$ cat config.mk
export PLATFORM = sky130hd
export DESIGN_NAME = tpm_timer_top
export DESIGN_NICKNAME = d
export VERILOG_FILES = /design/src/tpm_pkg.sv /design/src/tpm_presc_if.sv /design/src/tpm_prescaler.sv /design/src/tpm_timer_top.sv
export SDC_FILE = /design/constraint.sdc
export NUM_CORES = 1
export LEC_CHECK = 0
export BUFFER_PORTS_ARGS = -buffer_cell sky130_fd_sc_hd__buf_2
export CAP_MARGIN = 20
export CORE_MARGIN = 1.5
export CORE_UTILIZATION = 40
export CTS_CLUSTER_DIAMETER = 100
export DETAILED_ROUTE_END_ITERATION = 16
export GPL_TIMING_DRIVEN = 0
export PLACE_DENSITY = 0.65
export SETUP_SLACK_MARGIN = 0.05
export SYNTH_ARGS = -nofsm -noshare
export SYNTH_HDL_FRONTEND = slang
export SYNTH_SLANG_ARGS = --single-unit
$ cat constraint.sdc
create_clock -name hclk -period 6 [get_ports hclk]
set_input_delay 0.3 -clock hclk [delete_from_list [all_inputs] [get_ports hclk]]
set_output_delay 0.3 -clock hclk [all_outputs]
set_load 0.01 [all_outputs]
$ cat src/tpm_pkg.sv
package tpm_pkg;

    // ********************************************************
    // Register offsets (byte addresses, one word each)
    // ********************************************************
    localparam logic [7:0] OFS_CTL1    = 8'h00;
    localparam logic [7:0] OFS_CTL0    = 8'h04;
    localparam logic [7:0] OFS_RELOAD  = 8'h08;
    localparam logic [7:0] OFS_MATCH   = 8'h0c;
    localparam logic [7:0] OFS_COUNT   = 8'h10;
    localparam logic [7:0] OFS_CAPTURE = 8'h14;
    localparam logic [7:0] OFS_STATUS  = 8'h18;

    // ********************************************************
    // Field positions
    // ********************************************************
    localparam int CTL1_EN_BIT      = 7;
    localparam int CTL1_POL_BIT     = 6;
    localparam int CTL1_PRE_LSB     = 3;
    localparam int CTL1_MODE_LSB    = 0;
    localparam int CTL0_MODE3_BIT   = 7;
    localparam int STAT_RELOAD_BIT  = 0;
    localparam int STAT_CAPTURE_BIT = 1;
    localparam int STAT_GATE_BIT    = 2;
    localparam int STAT_OUT_BIT     = 3;

    // ********************************************************
    // Reset values
    // ********************************************************
    localparam logic [7:0]  CTL1_RESET   = 8'h00;
    localparam logic [7:0]  CTL0_RESET   = 8'h00;
    localparam logic [31:0] RELOAD_RESET = 32'h0000ffff;
    localparam logic [31:0] MATCH_RESET  = 32'h00000000;

    // ********************************************************
    // Operating modes
    // ********************************************************
    typedef enum logic [3:0] {
        MODE_ONE_SHOT    = 4'h0,
        MODE_CONTINUOUS  = 4'h1,
        MODE_COUNTER     = 4'h2,
        MODE_PWM_SINGLE  = 4'h3,
        MODE_CAPTURE     = 4'h4,
        MODE_COMPARE     = 4'h5,
        MODE_GATED       = 4'h6,
        MODE_CAP_CMP     = 4'h7,
        MODE_PWM_DUAL    = 4'h8,
        MODE_CAP_RESTART = 4'h9,
        MODE_CMP_COUNTER = 4'ha,
        MODE_TRIG_ONE    = 4'hb,
        MODE_DEMOD       = 4'hc,
        MODE_RSVD_D      = 4'hd,
        MODE_RSVD_E      = 4'he,
        MODE_RSVD_F      = 4'hf
    } tpm_mode_t;

endpackage : tpm_pkg

$ cat src/tpm_presc_if.sv
`timescale 1ns/1ps
`default_nettype none

// Prescaler control and tick between timer core and divider
interface tpm_presc_if;
    logic       enable;
    logic [2:0] clock_divide_exponent;
    logic       tick;

    modport ctl (output enable, output clock_divide_exponent, input tick);
    modport div (input enable, input clock_divide_exponent, output tick);
endinterface : tpm_presc_if

`default_nettype wire

$ cat src/tpm_prescaler.sv
`timescale 1ns/1ps
`default_nettype none

module tpm_prescaler (
    input  wire logic hclk,
    input  wire logic hresetn,
    input  wire logic ce,
    tpm_presc_if.div  pif
);

    // ********************************************************
    // Divider
    // ********************************************************
    logic [6:0] cnt;
    logic [7:0] mask8;
    logic [6:0] mask;

    // Low exponent bits of the count all ones marks a tick
    assign mask8 = (8'h01 << pif.clock_divide_exponent) - 8'h01;
    assign mask  = mask8[6:0];
    assign pif.tick = pif.enable && ((cnt & mask) == mask);

    // Free count, cleared while the timer is off
    always_ff @(posedge hclk or negedge hresetn) begin
        if (!hresetn) begin
            cnt <= 7'h00;
        end else if (ce) begin
            if (!pif.enable) begin
                cnt <= 7'h00;
            end else begin
                cnt <= cnt + 7'h01;
            end
        end
    end

    // ********************************************************
    // Checks
    // ********************************************************
    property p_presc_clear;
        @(posedge hclk) disable iff (!hresetn)
        ce && !pif.enable |=> cnt == 7'h00;
    endproperty
    a_presc_clear: assert property (p_presc_clear) else $error("prescaler not cleared");

    property p_presc_spacing;
        @(posedge hclk) disable iff (!hresetn)
        ce && pif.enable && pif.tick && pif.clock_divide_exponent != 3'h0
            |=> !pif.tick || pif.clock_divide_exponent == 3'h0;
    endproperty
    a_presc_spacing: assert property (p_presc_spacing) else $error("ticks too close");

endmodule : tpm_prescaler

`default_nettype wire

$ cat src/tpm_timer_top.sv
// Behaviour
// Toggle modes: output equals polarity when disabled
// Toggle modes: output inverts on each reload
// Counter mode counts on polarity-selected input edge
// PWM polarity 0: low idle, high match
// PWM polarity 1: high idle, low match
// Capture mode latches count on selected edge
// Gated: count at active level, event opposite
// Capture/compare: first edge starts, later capture
// Prescaler divides by two to exponent
// Prescaler cleared whenever timer disabled
// Mode code joins two control registers
// Codes 0000-0111 select the basic modes
// Codes 1000-1100 select the extended modes; none is implemented here, count and output hold while enabled
// Codes 1101-1111 are reserved, software avoids
//
// The register addresses and the AHB-Lite slave port were decided locally.
`timescale 1ns/1ps
`default_nettype none

module tpm_timer_top #(
    parameter int CW = 16
) (
    input  wire logic        hclk,
    input  wire logic        hresetn,
    input  wire logic        ce,
    input  wire logic        hsel,
    input  wire logic [31:0] haddr,
    input  wire logic [1:0]  htrans,
    input  wire logic        hwrite,
    input  wire logic [2:0]  hsize,
    input  wire logic [31:0] hwdata,
    input  wire logic        hready,
    output logic             hreadyout,
    output logic [31:0]      hrdata,
    output logic             hresp,
    input  wire logic        timer_in,
    output logic             timer_out
);

    // Refuse counter widths the register bus cannot carry
    if (CW < 2 || CW > 32) begin : g_cw_check
        $error("CW must lie in 2..32");
    end

    // ********************************************************
    // Control state
    // ********************************************************
    logic                timer_enable;
    logic                io_polarity_select;
    logic [2:0]          clock_divide_exponent;
    logic [2:0]          mode_low;
    logic                mode_top;
    logic [CW-1:0]       reload_value;
    logic [CW-1:0]       match_value;
    logic [CW-1:0]       count;
    logic [CW-1:0]       capture_value;
    logic                started;
    logic                flag_reload;
    logic                flag_capture;
    logic                flag_gate;
    tpm_pkg::tpm_mode_t  operating_mode_code;

    // Mode code from both control registers
    assign operating_mode_code = tpm_pkg::tpm_mode_t'({mode_top, mode_low});

    // ********************************************************
    // AHB-Lite slave
    // ********************************************************
    logic       wr_pend;
    logic [7:0] wr_addr;
    logic       addr_ok;
    logic       wr_ctl1;
    logic [31:0] next_rdata;

    // Never waits except while frozen; always OKAY
    assign hreadyout = ce;
    assign hresp     = 1'b0;
    assign addr_ok   = hsel && hready && htrans[1];
    assign wr_ctl1   = wr_pend && (wr_addr == tpm_pkg::OFS_CTL1);

    // Address phase capture for writes
    always_ff @(posedge hclk or negedge hresetn) begin
        if (!hresetn) begin
            wr_pend <= 1'b0;
            wr_addr <= 8'h00;
        end else if (ce) begin
            wr_pend <= addr_ok && hwrite;
            wr_addr <= haddr[7:0];
        end
    end

    // Read mux; unmapped addresses read zero
    always_comb begin
        next_rdata = 32'h00000000;
        unique case (haddr[7:0])
            tpm_pkg::OFS_CTL1: begin
                next_rdata[tpm_pkg::CTL1_EN_BIT]  = timer_enable;
                next_rdata[tpm_pkg::CTL1_POL_BIT] = io_polarity_select;
                next_rdata[tpm_pkg::CTL1_PRE_LSB +: 3]  = clock_divide_exponent;
                next_rdata[tpm_pkg::CTL1_MODE_LSB +: 3] = mode_low;
            end
            tpm_pkg::OFS_CTL0:    next_rdata[tpm_pkg::CTL0_MODE3_BIT] = mode_top;
            tpm_pkg::OFS_RELOAD:  next_rdata = 32'(reload_value);
            tpm_pkg::OFS_MATCH:   next_rdata = 32'(match_value);
            tpm_pkg::OFS_COUNT:   next_rdata = 32'(count);
            tpm_pkg::OFS_CAPTURE: next_rdata = 32'(capture_value);
            tpm_pkg::OFS_STATUS: begin
                next_rdata[tpm_pkg::STAT_RELOAD_BIT]  = flag_reload;
                next_rdata[tpm_pkg::STAT_CAPTURE_BIT] = flag_capture;
                next_rdata[tpm_pkg::STAT_GATE_BIT]    = flag_gate;
                next_rdata[tpm_pkg::STAT_OUT_BIT]     = timer_out;
            end
            default: next_rdata = 32'h00000000;
        endcase
    end

    // Read data registered for the data phase
    always_ff @(posedge hclk or negedge hresetn) begin
        if (!hresetn) begin
            hrdata <= 32'h00000000;
        end else if (ce && addr_ok && !hwrite) begin
            hrdata <= next_rdata;
        end
    end

    // ********************************************************
    // Input pin synchroniser and edges
    // ********************************************************
    logic in_meta;
    logic in_sync;
    logic in_prev;
    logic rise;
    logic fall;
    logic active_edge;
    logic passive_edge;
    logic level_active;

    always_ff @(posedge hclk or negedge hresetn) begin
        if (!hresetn) begin
            in_meta <= 1'b0;
            in_sync <= 1'b0;
            in_prev <= 1'b0;
        end else if (ce) begin
            in_meta <= timer_in;
            in_sync <= in_meta;
            in_prev <= in_sync;
        end
    end

    // Polarity picks the working edge and gate level
    assign rise         = in_sync && !in_prev;
    assign fall         = !in_sync && in_prev;
    assign active_edge  = io_polarity_select ? fall : rise;
    assign passive_edge = io_polarity_select ? rise : fall;
    assign level_active = in_sync ^ io_polarity_select;

    // ********************************************************
    // Prescaler
    // ********************************************************
    tpm_presc_if pif ();

    assign pif.enable = timer_enable;
    assign pif.clock_divide_exponent = clock_divide_exponent;

    tpm_prescaler u_presc (
        .hclk    (hclk),
        .hresetn (hresetn),
        .ce      (ce),
        .pif     (pif)
    );

    // ********************************************************
    // Mode decode and counting events
    // ********************************************************
    logic advance;
    logic hit;
    logic match;
    logic toggle_mode;
    logic cap_event;

    // Extended and reserved modes do not count here
    always_comb begin
        advance     = 1'b0;
        toggle_mode = 1'b0;
        unique case (operating_mode_code)
            tpm_pkg::MODE_ONE_SHOT, tpm_pkg::MODE_CONTINUOUS: begin
                advance     = pif.tick;
                toggle_mode = 1'b1;
            end
            tpm_pkg::MODE_COUNTER: begin
                advance     = active_edge;
                toggle_mode = 1'b1;
            end
            tpm_pkg::MODE_COMPARE: begin
                advance     = pif.tick;
                toggle_mode = 1'b1;
            end
            tpm_pkg::MODE_PWM_SINGLE, tpm_pkg::MODE_CAPTURE: advance = pif.tick;
            tpm_pkg::MODE_GATED:   advance = pif.tick && level_active;
            tpm_pkg::MODE_CAP_CMP: advance = pif.tick && started;
            tpm_pkg::MODE_PWM_DUAL, tpm_pkg::MODE_CAP_RESTART,
            tpm_pkg::MODE_CMP_COUNTER, tpm_pkg::MODE_TRIG_ONE,
            tpm_pkg::MODE_DEMOD: advance = 1'b0;
            tpm_pkg::MODE_RSVD_D, tpm_pkg::MODE_RSVD_E,
            tpm_pkg::MODE_RSVD_F: advance = 1'b0;
        endcase
    end

    assign hit   = timer_enable && advance && (count == reload_value);
    assign match = timer_enable && advance && (count == match_value);
    assign cap_event = timer_enable && active_edge
                       && ((operating_mode_code == tpm_pkg::MODE_CAPTURE)
                           || (operating_mode_code == tpm_pkg::MODE_CAP_CMP && started));

    // ********************************************************
    // Control registers
    // ********************************************************
    always_ff @(posedge hclk or negedge hresetn) begin
        if (!hresetn) begin
            timer_enable          <= tpm_pkg::CTL1_RESET[tpm_pkg::CTL1_EN_BIT];
            io_polarity_select    <= tpm_pkg::CTL1_RESET[tpm_pkg::CTL1_POL_BIT];
            clock_divide_exponent <= tpm_pkg::CTL1_RESET[tpm_pkg::CTL1_PRE_LSB +: 3];
            mode_low              <= tpm_pkg::CTL1_RESET[tpm_pkg::CTL1_MODE_LSB +: 3];
        end else if (ce) begin
            if (wr_ctl1) begin
                timer_enable          <= hwdata[tpm_pkg::CTL1_EN_BIT];
                io_polarity_select    <= hwdata[tpm_pkg::CTL1_POL_BIT];
                clock_divide_exponent <= hwdata[tpm_pkg::CTL1_PRE_LSB +: 3];
                mode_low              <= hwdata[tpm_pkg::CTL1_MODE_LSB +: 3];
            end else if (hit && operating_mode_code == tpm_pkg::MODE_ONE_SHOT) begin
                timer_enable <= 1'b0; // One-shot stops after its reload
            end
        end
    end

    // Top mode bit, reload and PWM match words
    always_ff @(posedge hclk or negedge hresetn) begin
        if (!hresetn) begin
            mode_top     <= tpm_pkg::CTL0_RESET[tpm_pkg::CTL0_MODE3_BIT];
            reload_value <= tpm_pkg::RELOAD_RESET[CW-1:0];
            match_value  <= tpm_pkg::MATCH_RESET[CW-1:0];
        end else if (ce && wr_pend) begin
            if (wr_addr == tpm_pkg::OFS_CTL0) begin
                mode_top <= hwdata[tpm_pkg::CTL0_MODE3_BIT];
            end
            if (wr_addr == tpm_pkg::OFS_RELOAD) begin
                reload_value <= hwdata[CW-1:0];
            end
            if (wr_addr == tpm_pkg::OFS_MATCH) begin
                match_value <= hwdata[CW-1:0];
            end
        end
    end

    // Sticky events, write one to clear, set wins
    always_ff @(posedge hclk or negedge hresetn) begin
        if (!hresetn) begin
            flag_reload  <= 1'b0;
            flag_capture <= 1'b0;
            flag_gate    <= 1'b0;
        end else if (ce) begin
            flag_reload  <= hit || (flag_reload && !(wr_pend && wr_addr == tpm_pkg::OFS_STATUS
                                    && hwdata[tpm_pkg::STAT_RELOAD_BIT]));
            flag_capture <= cap_event || (flag_capture && !(wr_pend
                                    && wr_addr == tpm_pkg::OFS_STATUS
                                    && hwdata[tpm_pkg::STAT_CAPTURE_BIT]));
            flag_gate    <= (timer_enable && operating_mode_code == tpm_pkg::MODE_GATED
                             && passive_edge)
                            || (flag_gate && !(wr_pend && wr_addr == tpm_pkg::OFS_STATUS
                                    && hwdata[tpm_pkg::STAT_GATE_BIT]));
        end
    end

    // ********************************************************
    // Counter, start flag and capture
    // ********************************************************
    always_ff @(posedge hclk or negedge hresetn) begin
        if (!hresetn) begin
            count   <= '0;
            started <= 1'b0;
        end else if (ce) begin
            if (!timer_enable) begin
                count   <= '0;
                started <= 1'b0;
            end else begin
                if (operating_mode_code == tpm_pkg::MODE_CAP_CMP && active_edge) begin
                    started <= 1'b1;
                end
                if (hit && operating_mode_code != tpm_pkg::MODE_COMPARE) begin
                    count <= '0;
                end else if (advance) begin
                    count <= count + 1'b1;
                end
            end
        end
    end

    always_ff @(posedge hclk or negedge hresetn) begin
        if (!hresetn) begin
            capture_value <= '0;
        end else if (ce && cap_event) begin
            capture_value <= count;
        end
    end

    // ********************************************************
    // Timer output
    // ********************************************************
    always_ff @(posedge hclk or negedge hresetn) begin
        if (!hresetn) begin
            timer_out <= 1'b0;
        end else if (ce) begin
            if (!timer_enable) begin
                timer_out <= io_polarity_select;
            end else if (operating_mode_code == tpm_pkg::MODE_PWM_SINGLE) begin
                if (hit) begin
                    timer_out <= io_polarity_select;
                end else if (match) begin
                    timer_out <= !io_polarity_select;
                end
            end else if (toggle_mode && hit) begin
                timer_out <= !timer_out;
            end
        end
    end

    // ********************************************************
    // Checks
    // ********************************************************
    property p_idle_level;
        @(posedge hclk) disable iff (!hresetn)
        ce && !timer_enable |=> timer_out == $past(io_polarity_select);
    endproperty
    a_idle_level: assert property (p_idle_level) else $error("idle level wrong");

    property p_reload_toggle;
        @(posedge hclk) disable iff (!hresetn)
        ce && timer_enable && toggle_mode && hit |=> timer_out != $past(timer_out);
    endproperty
    a_reload_toggle: assert property (p_reload_toggle) else $error("no toggle on reload");

    property p_counter_edge;
        @(posedge hclk) disable iff (!hresetn)
        ce && timer_enable && operating_mode_code == tpm_pkg::MODE_COUNTER && !wr_pend
            && !active_edge |=> count == $past(count);
    endproperty
    a_counter_edge: assert property (p_counter_edge) else $error("count off edge");

    property p_pwm_low;
        @(posedge hclk) disable iff (!hresetn)
        ce && timer_enable && operating_mode_code == tpm_pkg::MODE_PWM_SINGLE
            && !io_polarity_select && match && !hit |=> timer_out;
    endproperty
    a_pwm_low: assert property (p_pwm_low) else $error("pwm match level wrong");

    property p_pwm_high;
        @(posedge hclk) disable iff (!hresetn)
        ce && timer_enable && operating_mode_code == tpm_pkg::MODE_PWM_SINGLE
            && io_polarity_select && hit |=> !$past(hit) || timer_out;
    endproperty
    a_pwm_high: assert property (p_pwm_high) else $error("pwm reload level wrong");

    property p_capture;
        @(posedge hclk) disable iff (!hresetn)
        ce && timer_enable && operating_mode_code == tpm_pkg::MODE_CAPTURE && active_edge
            |=> capture_value == $past(count) && flag_capture;
    endproperty
    a_capture: assert property (p_capture) else $error("capture missed");

    property p_gate_hold;
        @(posedge hclk) disable iff (!hresetn)
        ce && timer_enable && operating_mode_code == tpm_pkg::MODE_GATED
            && !level_active |=> count == $past(count);
    endproperty
    a_gate_hold: assert property (p_gate_hold) else $error("counted outside gate");

    property p_wait_start;
        @(posedge hclk) disable iff (!hresetn)
        ce && timer_enable && operating_mode_code == tpm_pkg::MODE_CAP_CMP && !started
            |=> count == $past(count);
    endproperty
    a_wait_start: assert property (p_wait_start) else $error("counted before start");

    property p_mode_write;
        @(posedge hclk) disable iff (!hresetn)
        ce && wr_ctl1 |=> operating_mode_code[2:0] == $past(hwdata[2:0]);
    endproperty
    a_mode_write: assert property (p_mode_write) else $error("mode bits not stored");

endmodule : tpm_timer_top

`default_nettype wire

==> results of run 1 <==
-- stage by stage --
stage               hold WS, ns    util  setup WS (ns)
floorplan              0.004409       -          3.374
global placement         0.4599  0.4479          2.691
detailed placement       0.3833  0.4503          2.612
CTS                      0.1033  0.4896          2.603
global route             0.1191  0.4901          2.372
finish                   0.1180  0.4901          2.598
-- report_power, final --
part	leakage, nW	total, mW	internal (mW)	switching [mW]
clock	0.262	0.955	0.571	0.384
sequential	1.45	0.874	0.821	0.0533
combinational	1.67	0.340	0.144	0.195
total	3.38	2.17	1.54	0.633
-- path summary, 6_finish.rpt --
kind | from | end | depth (start not counted)
min in group asynchronous | hresetn | u_presc.cnt[3] | 2
hold / removal | timer_in | in_meta | 2
setup reg to reg | clock_divide_exponent[2] | count[13] | 9
hold reg to reg | hrdata[5] | hrdata[5] | 1
max in group asynchronous | hresetn | reload_value[8] | 3
setup / recovery | clock_divide_exponent[2] | count[13] | 9
-- flip-flops by register name (all words and copies together) (netlist names) --
signal,flops
capture_value,16
clock_divide_exponent,3
count,16
flag_capture,1
flag_gate,1
flag_reload,1
hrdata,16
in_meta,1
in_prev,1
in_sync,1
io_polarity_select,1
match_value,16
mode_low,3
mode_top,1
pif.enable,1
reload_value,16
started,1
timer_out,1
u_presc.cnt,7
wr_addr,8
wr_pend,1
-- what timing repair did --
item | 4_1_cts | 5_1_grt
gates resized for setup | 0 | 0
hold buffers | 1 | 0
endpoints found under the hold margin | 44 | 0
-- synth_stat cells (3+ instances only) --
| cell | number |
|---|---|
| sky130_fd_sc_hd__a41oi_1 | 5 |
| sky130_fd_sc_hd__clkbuf_1 | 24 |
| sky130_fd_sc_hd__and3_1 | 7 |
| sky130_fd_sc_hd__a21o_1 | 4 |
| sky130_fd_sc_hd__a222oi_1 | 10 |
| sky130_fd_sc_hd__a31oi_1 | 16 |
| sky130_fd_sc_hd__a22oi_1 | 6 |
| sky130_fd_sc_hd__a221o_1 | 4 |
| sky130_fd_sc_hd__inv_1 | 11 |
| sky130_fd_sc_hd__nor2b_1 | 5 |
| sky130_fd_sc_hd__buf_4 | 20 |
| sky130_fd_sc_hd__a21oi_2 | 4 |
| sky130_fd_sc_hd__mux2i_1 | 7 |
| sky130_fd_sc_hd__a22o_1 | 13 |
| sky130_fd_sc_hd__or3_1 | 5 |
| sky130_fd_sc_hd__ha_1 | 3 |
| sky130_fd_sc_hd__nand2_1 | 50 |
| sky130_fd_sc_hd__xor2_1 | 22 |
| sky130_fd_sc_hd__o21ai_0 | 22 |
| sky130_fd_sc_hd__nor3_1 | 11 |
| sky130_fd_sc_hd__buf_6 | 5 |
| sky130_fd_sc_hd__mux2_2 | 64 |
| sky130_fd_sc_hd__dfstp_2 | 16 |
| sky130_fd_sc_hd__nand4_1 | 5 |
| sky130_fd_sc_hd__dfrtp_1 | 97 |
| sky130_fd_sc_hd__xnor2_1 | 14 |
| sky130_fd_sc_hd__a21oi_1 | 14 |
| sky130_fd_sc_hd__o21ai_1 | 3 |
| sky130_fd_sc_hd__nand2b_1 | 12 |
| sky130_fd_sc_hd__nor2_1 | 19 |
| sky130_fd_sc_hd__buf_2 | 7 |
| sky130_fd_sc_hd__nor4_1 | 8 |
| sky130_fd_sc_hd__a221oi_1 | 4 |
| sky130_fd_sc_hd__nand3_1 | 16 |
| sky130_fd_sc_hd__buf_1 | 3 |
-- layer usage --
| layer | vias up | GRT usage |
|---|---|---|
| met4 | 0 | 0.08422 |
| met5 | - | 0 |
| met2 | 177 | 0.3306 |
| met1 | 2412 | 0.2671 |
| met3 | 36 | 0.04108 |
| li1 | 2197 | - |
-- area by class of cell --
type,count,area [µm²]
repair buffers,52,292.8
clock inverters,15,138.9
flip-flops and latches,113,2848
clock buffers,17,425.4
inverters,11,41.29
plain buffers,59,342.8
multi-input cells,394,2831
well taps,184,230.2
fillers,1310,7438
-- logic make-up (layout without fill, tap and decap cells) --
logic type | Yosys count | after routing | share of synthesized area
other | 1 | 17 | 0.0006247
XOR/XNOR | 36 | 36 | 0.05252
flip-flops | 113 | 113 | 0.4744
buffers and inverters | 70 | 154 | 0.06398
adder cells (fa/ha/maj) | 3 | 3 | 0.006253
multiplexers | 72 | 72 | 0.1355
AO/OA/AOI/OAI | 117 | 117 | 0.1413
AND/OR/NAND/NOR | 149 | 149 | 0.1255
==> results.py, run 1 <==
metrics = {
    "finish": {
        "area.growth.synth_to_final_pct": 19.11,
        "diodes": 0,
        "layout.cells.most_common_list": "sky130_fd_sc_hd__dfrtp_1 (97), sky130_fd_sc_hd__mux2_2 (64), sky130_fd_sc_hd__buf_2 (55), sky130_fd_sc_hd__nand2_1 (50), sky130_fd_sc_hd__clkbuf_1 (24)",
        "fin_cells": 845,
        "stdcell_area_um2": 7151,
        "most_frequent_standard_cell_in_the_layout_excluding_fill_and_tap_cells": "sky130_fd_sc_hd__dfrtp_1",
        "fin_nets": 727,
        "share_of_layout_cells_above_drive_strength_1": 0.3086,
    },
    "power": {
        "p_leak_nw": 3.379,
        "power_density_nw_per_um2": 303.3,
        "worst_ir_drop_vdd_uv": 189.2,
        "totalPowerFinal_mw": 2.169,
    },
    "yosys": {
        "yosys-top-cells-area": "sky130_fd_sc_hd__dfrtp_1 (40%), sky130_fd_sc_hd__mux2_2 (12%), sky130_fd_sc_hd__dfstp_2 (7.0%)",
        "synth.cell_area_um2": 6003,
        "yosys_warnings": 0,
        "yosys.area.top_type": "sky130_fd_sc_hd__dfrtp_1",
        "postSynth.topFlopCell": "sky130_fd_sc_hd__dfrtp_1",
        "synthesis.instances": 561,
        "post_synth_num_cell_types": 57,
        "synth.ff_latch_count": 113,
        "number_of_enable_type_register_cells_in_the_synthesized_netlist": 0,
        "synth-seq-area-share": 0.4744,
        "syn_area_per_cell_um2": 10.70,
        "asyncSetResetFlopFracSynth": 1.000,
        "synth_top_cell_area_share": 0.4043,
    },
    "place": {
        "postPlaceCellArea_um2": 6569,
        "hpwl_mm": 11.03,
        "place.gp.congestion": 0.8778,
        "placement.io_buffers": 48,
        "place.detailed.instances": 811,
    },
    "global_routing": {
        "number_of_antenna_violations_at_the_first_check_in_global_routing": 0,
        "number_of_global_route_vias_before_repair": 4776,
        "grt_start_max_net_pins": 65,
        "track_usage": 0.2040,
        "wire_length_of_the_first_global_routing_pass_mm": 25.12,
        "globalRouteOverflowTotal": 0,
    },
    "clock_tree": {
        "clock_insertion_delay_at_the_later_pin_of_the_skew_report_ns": 0.42,
        "max-clock-path-buffers": 2,
        "clock_tree.root_cell": "sky130_fd_sc_hd__clkbuf_16",
        "clkTransAtPathRegs_ns": 0.06,
        "tritoncts.num_buffers": 17,
        "clock_tree_from_tritoncts": "yes",
        "cts_sinks": 113,
        "cts_setup_buffers": 0,
        "cts_max_level": 4,
    },
    "floorplan": {
        "number_of_top_level_pins": 111,
        "floorplan.die_area_um2": 15750,
        "die_h_um": 125.5,
        "chipWidth_um": 125.5,
        "core_region_area_um2": 14590,
        "placementRows": 44,
        "initial_cell_density_of_the_core": 0.4115,
    },
    "sta": {
        "worst_slew_pin_slew_ns": 1.081,
        "achievable_clock_frequency_mhz": 293.9,
        "final-max-slew-violation-count": 0,
        "final.setup.tns_ns": 0,
        "setup_viol": 0,
        "rsz0062_at_grt": "no",
        "slew_headroom": 0.2740,
        "post-route-period-util": 0.5670,
        "finalHoldViolations": 0,
        "period_needed_ns": 3.402,
        "fin_skew_ns": 0.006837,
    },
    "drt": {
        "routed_wl_mm": 15.42,
        "number_of_search_and_repair_iterations_in_the_first_detailed_routing_pass": 8,
        "vias_per_cell": 5.707,
        "routed_wire_length_per_instance_um": 18.24,
        "dr.first_iter.drc_count": 403,
        "antenna_left": 0,
        "highest-signal-layer": "met4",
        "detailroute.wirelength.met3_um": 774,
        "detail_route.wirelength.met1_mm": 6.861,
        "detail_route.drc_violations": 0,
        "detailroute.via_count": 4822,
        "met2_layer_wire_length_in_the_routed_design_mm": 7.388,
    },
    "worst_setup_path": {
        "startpoint_type": "flip-flop",
        "critPathArrivalTime_ns": 3.68,
        "worstPathMaxFanout": 10,
        "crit_buf_inv": 2,
        "cpLargestDelayFamily": "compound AO/OA/AOI/OAI gates",
        "setup.worst_path.class": "reg2reg",
        "end_kind": "flip-flop",
        "timing.reg2reg.setup_slack_ns": 2.60,
        "required_arrival_time_at_the_worst_endpoint_ns": 6.28,
        "max_stage_delay_ns": 0.64,
        "crit_path_top_delay_cell": "sky130_fd_sc_hd__o21ai_1",
        "cp_cell_sequence": "clkbuf_1 -> or3_1 -> ha_1 -> nor2_1 -> a2111oi_0 -> nand4_1 -> o21ai_1 -> clkbuf_1 -> a31oi_1",
        "most_frequent_cp_cell": "sky130_fd_sc_hd__clkbuf_1",
    },
    "outcome": {
        "status": "finished, final reports clean",
    },
    "run": {
        "cap_viol_max_count": 0,
    },
    "hold_path": {
        "hold_path_class": "in2reg",
    },
}
(Power assumes the default switching activity.)
==> run 2: changes to the inputs <==
--- a/config.mk
+++ b/config.mk
@@ -12,7 +12,7 @@
 export CTS_CLUSTER_DIAMETER = 100
 export DETAILED_ROUTE_END_ITERATION = 16
 export GPL_TIMING_DRIVEN = 0
-export PLACE_DENSITY = 0.65
+export PLACE_DENSITY = 0.67
 export SETUP_SLACK_MARGIN = 0.05
 export SYNTH_ARGS = -nofsm -noshare
 export SYNTH_HDL_FRONTEND = slang
==> constraint.sdc (replaced) <==
create_clock -name hclk -period 3 [get_ports hclk]
set_input_delay 0.15 -clock hclk [delete_from_list [all_inputs] [get_ports hclk]]
set_output_delay 0.15 -clock hclk [all_outputs]
set_load 0.01 [all_outputs]
==> results.py, run 2 (synthesized netlist as in run 1, its figures left out) <==
metrics = {
    "outcome": {
        "status": "finished, final reports clean",
    },
    "place": {
        "place.gp.congestion": 0.9111,
        "placement.io_buffers": 48,
        "postPlaceCellArea_um2": 6569,
        "hpwl_mm": 11.12,
    },
    "power": {
        "internal_power_mw": 3.566,
        "clock_power_share": 0.482,
        "switching_power_mw": 1.249,
        "power_density_nw_per_um2": 641.0,
        "worst_ir_drop_vdd_uv": 366.7,
        "power.switching_fraction": 0.2593,
        "combinational_cell_fraction_of_total_power": 0.155,
        "power.share.sequential": 0.364,
        "p_leak_nw": 3.560,
    },
    "sta": {
        "setup_viol": 0,
        "rsz0062_at_grt": "no",
        "post-route-period-util": 0.9555,
        "fin_skew_ns": 0.007345,
        "finalHoldViolations": 0,
        "period_needed_ns": 2.866,
        "slew_headroom": 0.2042,
        "worst_slew_pin_slew_ns": 1.185,
        "achievable_clock_frequency_mhz": 348.9,
        "hold_ws_ns": 0.005410,
        "final-max-slew-violation-count": 0,
        "final.setup.tns_ns": 0,
    },
    "drt": {
        "dr.first_iter.drc_count": 398,
        "number_of_search_and_repair_iterations_in_the_first_detailed_routing_pass": 5,
        "routed_wl_mm": 15.94,
        "antenna_left": 0,
        "routed_wire_length_per_instance_um": 18.36,
        "detailroute.via_count": 4978,
        "detail_route.drc_violations": 0,
        "vias_per_cell": 5.735,
    },
    "worst_setup_path": {
        "cpLargestDelayFamily": "compound AO/OA/AOI/OAI gates",
        "end_kind": "flip-flop",
        "path_depth": 11,
        "setup.worst_path.class": "reg2reg",
        "worstPathMaxFanout": 10,
        "timing.reg2reg.setup_slack_ns": 0.13,
        "crit_path_top_delay_cell": "sky130_fd_sc_hd__dfrtp_2",
        "max_stage_delay_ns": 0.46,
        "critPathArrivalTime_ns": 3.21,
        "startpoint_type": "flip-flop",
        "crit_buf_inv": 2,
        "timing.reg2reg.worst_path_depth": 11,
        "required_arrival_time_at_the_worst_endpoint_ns": 3.34,
        "cp_cell_sequence": "or3_4 -> ha_1 -> nor2_1 -> a2111oi_2 -> nand4_1 -> o21ai_2 -> o2111a_2 -> buf_6 -> buf_8 -> nand2_1 -> a31oi_1",
    },
    "floorplan": {
        "die_h_um": 125.5,
        "core_region_area_um2": 14590,
        "chipWidth_um": 125.5,
        "placementRows": 44,
        "floorplan.die_area_um2": 15750,
        "number_of_top_level_pins": 111,
        "initial_cell_density_of_the_core": 0.4115,
    },
    "clock_tree": {
        "clock_insertion_delay_at_the_later_pin_of_the_skew_report_ns": 0.43,
        "max-clock-path-buffers": 2,
        "clock_tree_from_tritoncts": "yes",
        "clkTransAtPathRegs_ns": 0.05,
        "cts_sinks": 113,
        "tritoncts.num_buffers": 17,
        "cts_max_level": 4,
        "clock_tree.root_cell": "sky130_fd_sc_hd__clkbuf_16",
    },
    "finish": {
        "diodes": 0,
        "most_frequent_standard_cell_in_the_layout_excluding_fill_and_tap_cells": "sky130_fd_sc_hd__dfrtp_1",
        "layout.cells.most_common_list": "sky130_fd_sc_hd__dfrtp_1 (94), sky130_fd_sc_hd__mux2_2 (64), sky130_fd_sc_hd__buf_2 (55), sky130_fd_sc_hd__nand2_1 (50), sky130_fd_sc_hd__buf_4 (28)",
        "fin_nets": 750,
        "area.growth.synth_to_final_pct": 25.11,
        "stdcell_area_um2": 7511,
        "share_of_layout_cells_above_drive_strength_1": 0.3187,
    },
    "global_routing": {
        "grt_start_max_net_pins": 62,
        "number_of_global_route_vias_before_repair": 4931,
        "wire_length_of_the_first_global_routing_pass_mm": 25.61,
        "track_usage": 0.2093,
        "number_of_antenna_violations_at_the_first_check_in_global_routing": 0,
        "globalRouteOverflowTotal": 0,
    },
    "hold_path": {
        "hold_path_depth": 2,
        "hold_path_class": "in2reg",
    },
    "run": {
        "cap_viol_max_count": 0,
    },
}
==> run 2: power by group through the flow <==
stage	combinational [mW]	sequential, mW	clock [mW]
after floorplan	0.478	1.74	0
after global placement	0.650	1.76	0
after detailed placement	0.684	1.77	0
after CTS	0.721	1.75	2.34
after global routing	0.822	1.76	2.40
final	0.745	1.75	2.32
==> run 2: worst paths after layout <==
kind                                          start                        to
min reg2reg                               hrdata[5]                 hrdata[5]
max in group asynchronous                   hresetn           reload_value[9]
min in group asynchronous                   hresetn            u_presc.cnt[0]
max                        clock_divide_exponent[2]                 count[15]
min                                       hwdata[3]  clock_divide_exponent[0]
max reg2reg                clock_divide_exponent[2]                 count[15]
==> run 2: area by class of cell <==
cell class                 instances  area (µm²)
multi-input combinational        394        2851
tap                              184       230.2
sequential                       113        2851
timing repair buffer              77       523.0
fill                            1273        7078
clock inverter                    10       205.2
inverter                          11       41.29
buffer                            57       344.1
clock buffer                      22       464.2
==> run 2: stage by stage <==
step,util,setup WS [ns],instances,power (mW)
floorplan,-,0.3737,577,2.223
global placement,0.4479,-0.3335,809,2.413
detailed placement,0.4503,-0.4495,811,2.457
CTS,0.5098,0.1066,860,4.807
global route,0.5148,0.02354,868,4.985
finish,0.5148,0.1335,868,4.815
==> run 2: repair_timing <==
action,CTS,global route
setup endpoints to repair,17,17
pin swaps,2,2
buffers inserted,1,7
hold buffers,18,0
gates resized for setup,8,4
endpoints found under the hold margin,71,0
==> run 2: per-layer routing <==
metal	share of wire	global-route usage	vias up
li1	-	-	2241
met1	0.42	0.2624	2446
met2	0.48	0.3392	245
met3	0.070	0.03937	46
met4	0.035	0.1197	0
met5	0	0	-
==> run 2: worst register-to-register path: cells and delay by family, from the launching register on <==
kind            cells  cell delay [ns]
simple gates        4             0.73
compound gates      4             1.03
fa+ha+maj           1             0.28
flops               1             0.46
buf+inv             2             0.29
==> run 3: changes to the inputs <==
--- a/config.mk
+++ b/config.mk
@@ -16,4 +16,5 @@
 export SETUP_SLACK_MARGIN = 0.05
 export SYNTH_ARGS = -nofsm -noshare
 export SYNTH_HDL_FRONTEND = slang
+export SYNTH_HIERARCHICAL = 1
 export SYNTH_SLANG_ARGS = --single-unit
==> results.py, run 3 <==
metrics = {
    "outcome": {
        "status": "finished, final reports clean",
    },
    "clock_tree": {
        "tritoncts.num_buffers": 17,
        "clock_tree_from_tritoncts": "yes",
        "max-clock-path-buffers": 2,
        "clkTransAtPathRegs_ns": 0.05,
        "clock_insertion_delay_at_the_later_pin_of_the_skew_report_ns": 0.43,
        "clock_tree.root_cell": "sky130_fd_sc_hd__clkbuf_16",
        "cts_max_level": 4,
        "cts_sinks": 113,
    },
    "worst_setup_path": {
        "worstPathMaxFanout": 10,
        "timing.reg2reg.worst_path_depth": 8,
        "crit_path_top_delay_cell": "sky130_fd_sc_hd__nor4_1",
        "max_stage_delay_ns": 0.42,
        "required_arrival_time_at_the_worst_endpoint_ns": 3.30,
        "setup.worst_path.class": "reg2reg",
        "path_depth": 8,
        "cp_cell_sequence": "clkbuf_1 -> xor2_1 -> nor4_1 -> nand4_1 -> o31a_1 -> nor2_1 -> buf_2 -> nor3_1",
        "end_kind": "flip-flop",
        "timing.reg2reg.setup_slack_ns": 0.20,
        "startpoint_type": "flip-flop",
        "cpLargestDelayFamily": "simple AND/OR/NAND/NOR gates",
        "crit_buf_inv": 2,
        "critPathArrivalTime_ns": 3.10,
    },
    "power": {
        "worst_ir_drop_vdd_uv": 398.9,
        "p_leak_nw": 3.461,
        "combinational_cell_fraction_of_total_power": 0.064,
        "power.switching_fraction": 0.2213,
        "switching_power_mw": 0.8692,
        "clock_power_share": 0.529,
        "power_density_nw_per_um2": 532.8,
        "power.share.sequential": 0.407,
        "internal_power_mw": 3.059,
    },
    "yosys": {
        "synth-seq-area-share": 0.4733,
        "synth_top_cell_area_share": 0.4034,
        "yosys_warnings": 6,
        "yosys.area.top_type": "sky130_fd_sc_hd__dfrtp_1",
        "asyncSetResetFlopFracSynth": 1.000,
        "synthesis.instances": 564,
        "synth.cell_area_um2": 6017,
        "syn_area_per_cell_um2": 10.67,
        "postSynth.topFlopCell": "sky130_fd_sc_hd__dfrtp_1",
        "synth_most_common_cell": "sky130_fd_sc_hd__dfrtp_1",
        "post_synth_num_cell_types": 63,
        "yosys-top-cells-area": "sky130_fd_sc_hd__dfrtp_1 (40%), sky130_fd_sc_hd__mux2_2 (12%), sky130_fd_sc_hd__dfstp_2 (7.0%)",
        "synth.ff_latch_count": 113,
        "synth_common_cells": "sky130_fd_sc_hd__dfrtp_1 (97), sky130_fd_sc_hd__mux2_2 (66), sky130_fd_sc_hd__nand2_1 (61)",
        "number_of_enable_type_register_cells_in_the_synthesized_netlist": 0,
    },
    "floorplan": {
        "initial_cell_density_of_the_core": 0.4124,
        "placementRows": 44,
        "die_h_um": 125.7,
        "chipWidth_um": 125.7,
        "floorplan.die_area_um2": 15790,
        "number_of_top_level_pins": 111,
        "core_region_area_um2": 14590,
    },
    "finish": {
        "final.fill_count": 1320,
        "layout.cells.most_common_list": "sky130_fd_sc_hd__dfrtp_1 (97), sky130_fd_sc_hd__mux2_2 (66), sky130_fd_sc_hd__nand2_1 (61), sky130_fd_sc_hd__buf_2 (54), sky130_fd_sc_hd__nor2_1 (33)",
        "stdcell_area_um2": 7372,
        "diodes": 0,
        "share_of_layout_cells_above_drive_strength_1": 0.3083,
        "sequential_cell_area_um2": 2848,
        "multiInputGateArea_um2": 2897,
        "fin_nets": 744,
        "most_frequent_standard_cell_in_the_layout_excluding_fill_and_tap_cells": "sky130_fd_sc_hd__dfrtp_1",
        "utilization": 0.5053,
        "area.growth.synth_to_final_pct": 22.52,
    },
    "drt": {
        "detail_route.drc_violations": 0,
        "routed_wire_length_per_instance_um": 18.36,
        "dr.first_iter.drc_count": 379,
        "vias_per_cell": 5.528,
        "number_of_search_and_repair_iterations_in_the_first_detailed_routing_pass": 5,
        "routed_wl_mm": 15.83,
        "antenna_left": 0,
        "detailroute.via_count": 4765,
    },
    "place": {
        "hpwl_mm": 11.28,
        "placement.io_buffers": 49,
        "postPlaceCellArea_um2": 6583,
        "place.gp.congestion": 0.9263,
    },
    "sta": {
        "rsz0062_at_grt": "no",
        "finalHoldViolations": 0,
        "final-max-slew-violation-count": 0,
        "slew_headroom": 0.4140,
        "fin_skew_ns": 0.01014,
        "setup_viol": 0,
        "achievable_clock_frequency_mhz": 356.9,
        "final.setup.tns_ns": 0,
        "post-route-period-util": 0.9339,
        "worst_slew_pin_slew_ns": 0.8723,
        "period_needed_ns": 2.802,
    },
    "global_routing": {
        "globalRouteOverflowTotal": 0,
        "number_of_antenna_violations_at_the_first_check_in_global_routing": 0,
        "wire_length_of_the_first_global_routing_pass_mm": 25.12,
        "grt_start_max_net_pins": 64,
        "track_usage": 0.2078,
        "number_of_global_route_vias_before_repair": 4746,
    },
    "hold_path": {
        "hold_path_class": "in2reg",
        "hold_path_depth": 2,
    },
    "run": {
        "cap_viol_max_count": 0,
    },
}
[run 3: cell types whose count changed in the layout (fill, tap and decap cells not counted), sizes merged, moves of 5 or more]
cell    change
a41oi       -5
a21oi       -7
buf        -14
a31oi       -7
xnor2       -5
and3        -6
nand2      +11
xor2        +7
nor2       +15
a211oi      +6
[run 3: cells by family after synthesis]
group | count (synthesis) | share of synthesized area
mux | 79 | 0.1493
compound gates | 98 | 0.1239
buf+inv | 67 | 0.05614
fa+ha+maj | 2 | 0.004158
other cells | 1 | 0.0006232
simple gates | 166 | 0.1372
flops | 113 | 0.4733
xor+xnor | 38 | 0.05531
[run 3: layout make-up]
| class | count | share of cell area |
|---|---|---|
| timing repair buffer | 68 | 0.06110 |
| sequential | 113 | 0.3863 |
| inverter | 10 | 0.005092 |
| clock inverter | 10 | 0.01782 |
| buffer | 56 | 0.04039 |
| clock buffer | 21 | 0.06517 |
| multi-input combinational | 400 | 0.3929 |
| tap | 184 | 0.03123 |
[run 3: path summary, 6_finish.rpt]
path,start,to
max,count[0],count[7]
min,hwdata[3],clock_divide_exponent[0]
max reg2reg,count[0],count[7]
min reg2reg,flag_capture,flag_capture
max in group asynchronous,hresetn,reload_value[4]
min in group asynchronous,hresetn,hrdata[5]
[run 3: repair_timing]
| item | 4_1_cts | 5_1_grt |
|---|---|---|
| endpoints found under the setup margin | 0 | 22 |
| setup buffers | 0 | 0 |
| hold endpoints to repair | 71 | 0 |
| resized for setup | 0 | 3 |
| hold buffers | 17 | 0 |
[run 3: metrics by stage]
stage	power (mW)	hold slack (ns)	setup slack (ns)	instances
after floorplan	1.744	-0.1456	0.8803	580
after global placement	1.846	0.3971	0.2549	813
after detailed placement	1.860	0.2375	0.2219	814
after CTS	3.958	0.008686	0.1804	862
after global routing	4.055	0.02103	0.05441	862
final	3.928	0.02434	0.1983	862
[run 3: power groups by stage]
stage | clock [mW] | combinational [mW] | sequential [mW]
3_5_place_dp | 0 | 0.237 | 1.62
5_1_grt | 2.17 | 0.278 | 1.60
2_1_floorplan | 0 | 0.120 | 1.62
6_report | 2.08 | 0.253 | 1.60
3_3_place_gp | 0 | 0.226 | 1.62
4_1_cts | 2.10 | 0.255 | 1.60
[run 3: routing by layer]
layer	part of all wire	track usage
met1	0.45	0.2660
met2	0.47	0.3283
met3	0.057	0.05523
met4	0.031	0.09893
met5	0	0
[run 3: worst reg2reg max path: stages (launching register included)]
cell,delay [ns]
sky130_fd_sc_hd__dfrtp_1,0.34
sky130_fd_sc_hd__clkbuf_1,0.38
sky130_fd_sc_hd__xor2_1,0.17
sky130_fd_sc_hd__nor4_1,0.42
sky130_fd_sc_hd__nand4_1,0.28
sky130_fd_sc_hd__o31a_1,0.35
sky130_fd_sc_hd__nor2_1,0.31
sky130_fd_sc_hd__buf_2,0.33
sky130_fd_sc_hd__nor3_1,0.09
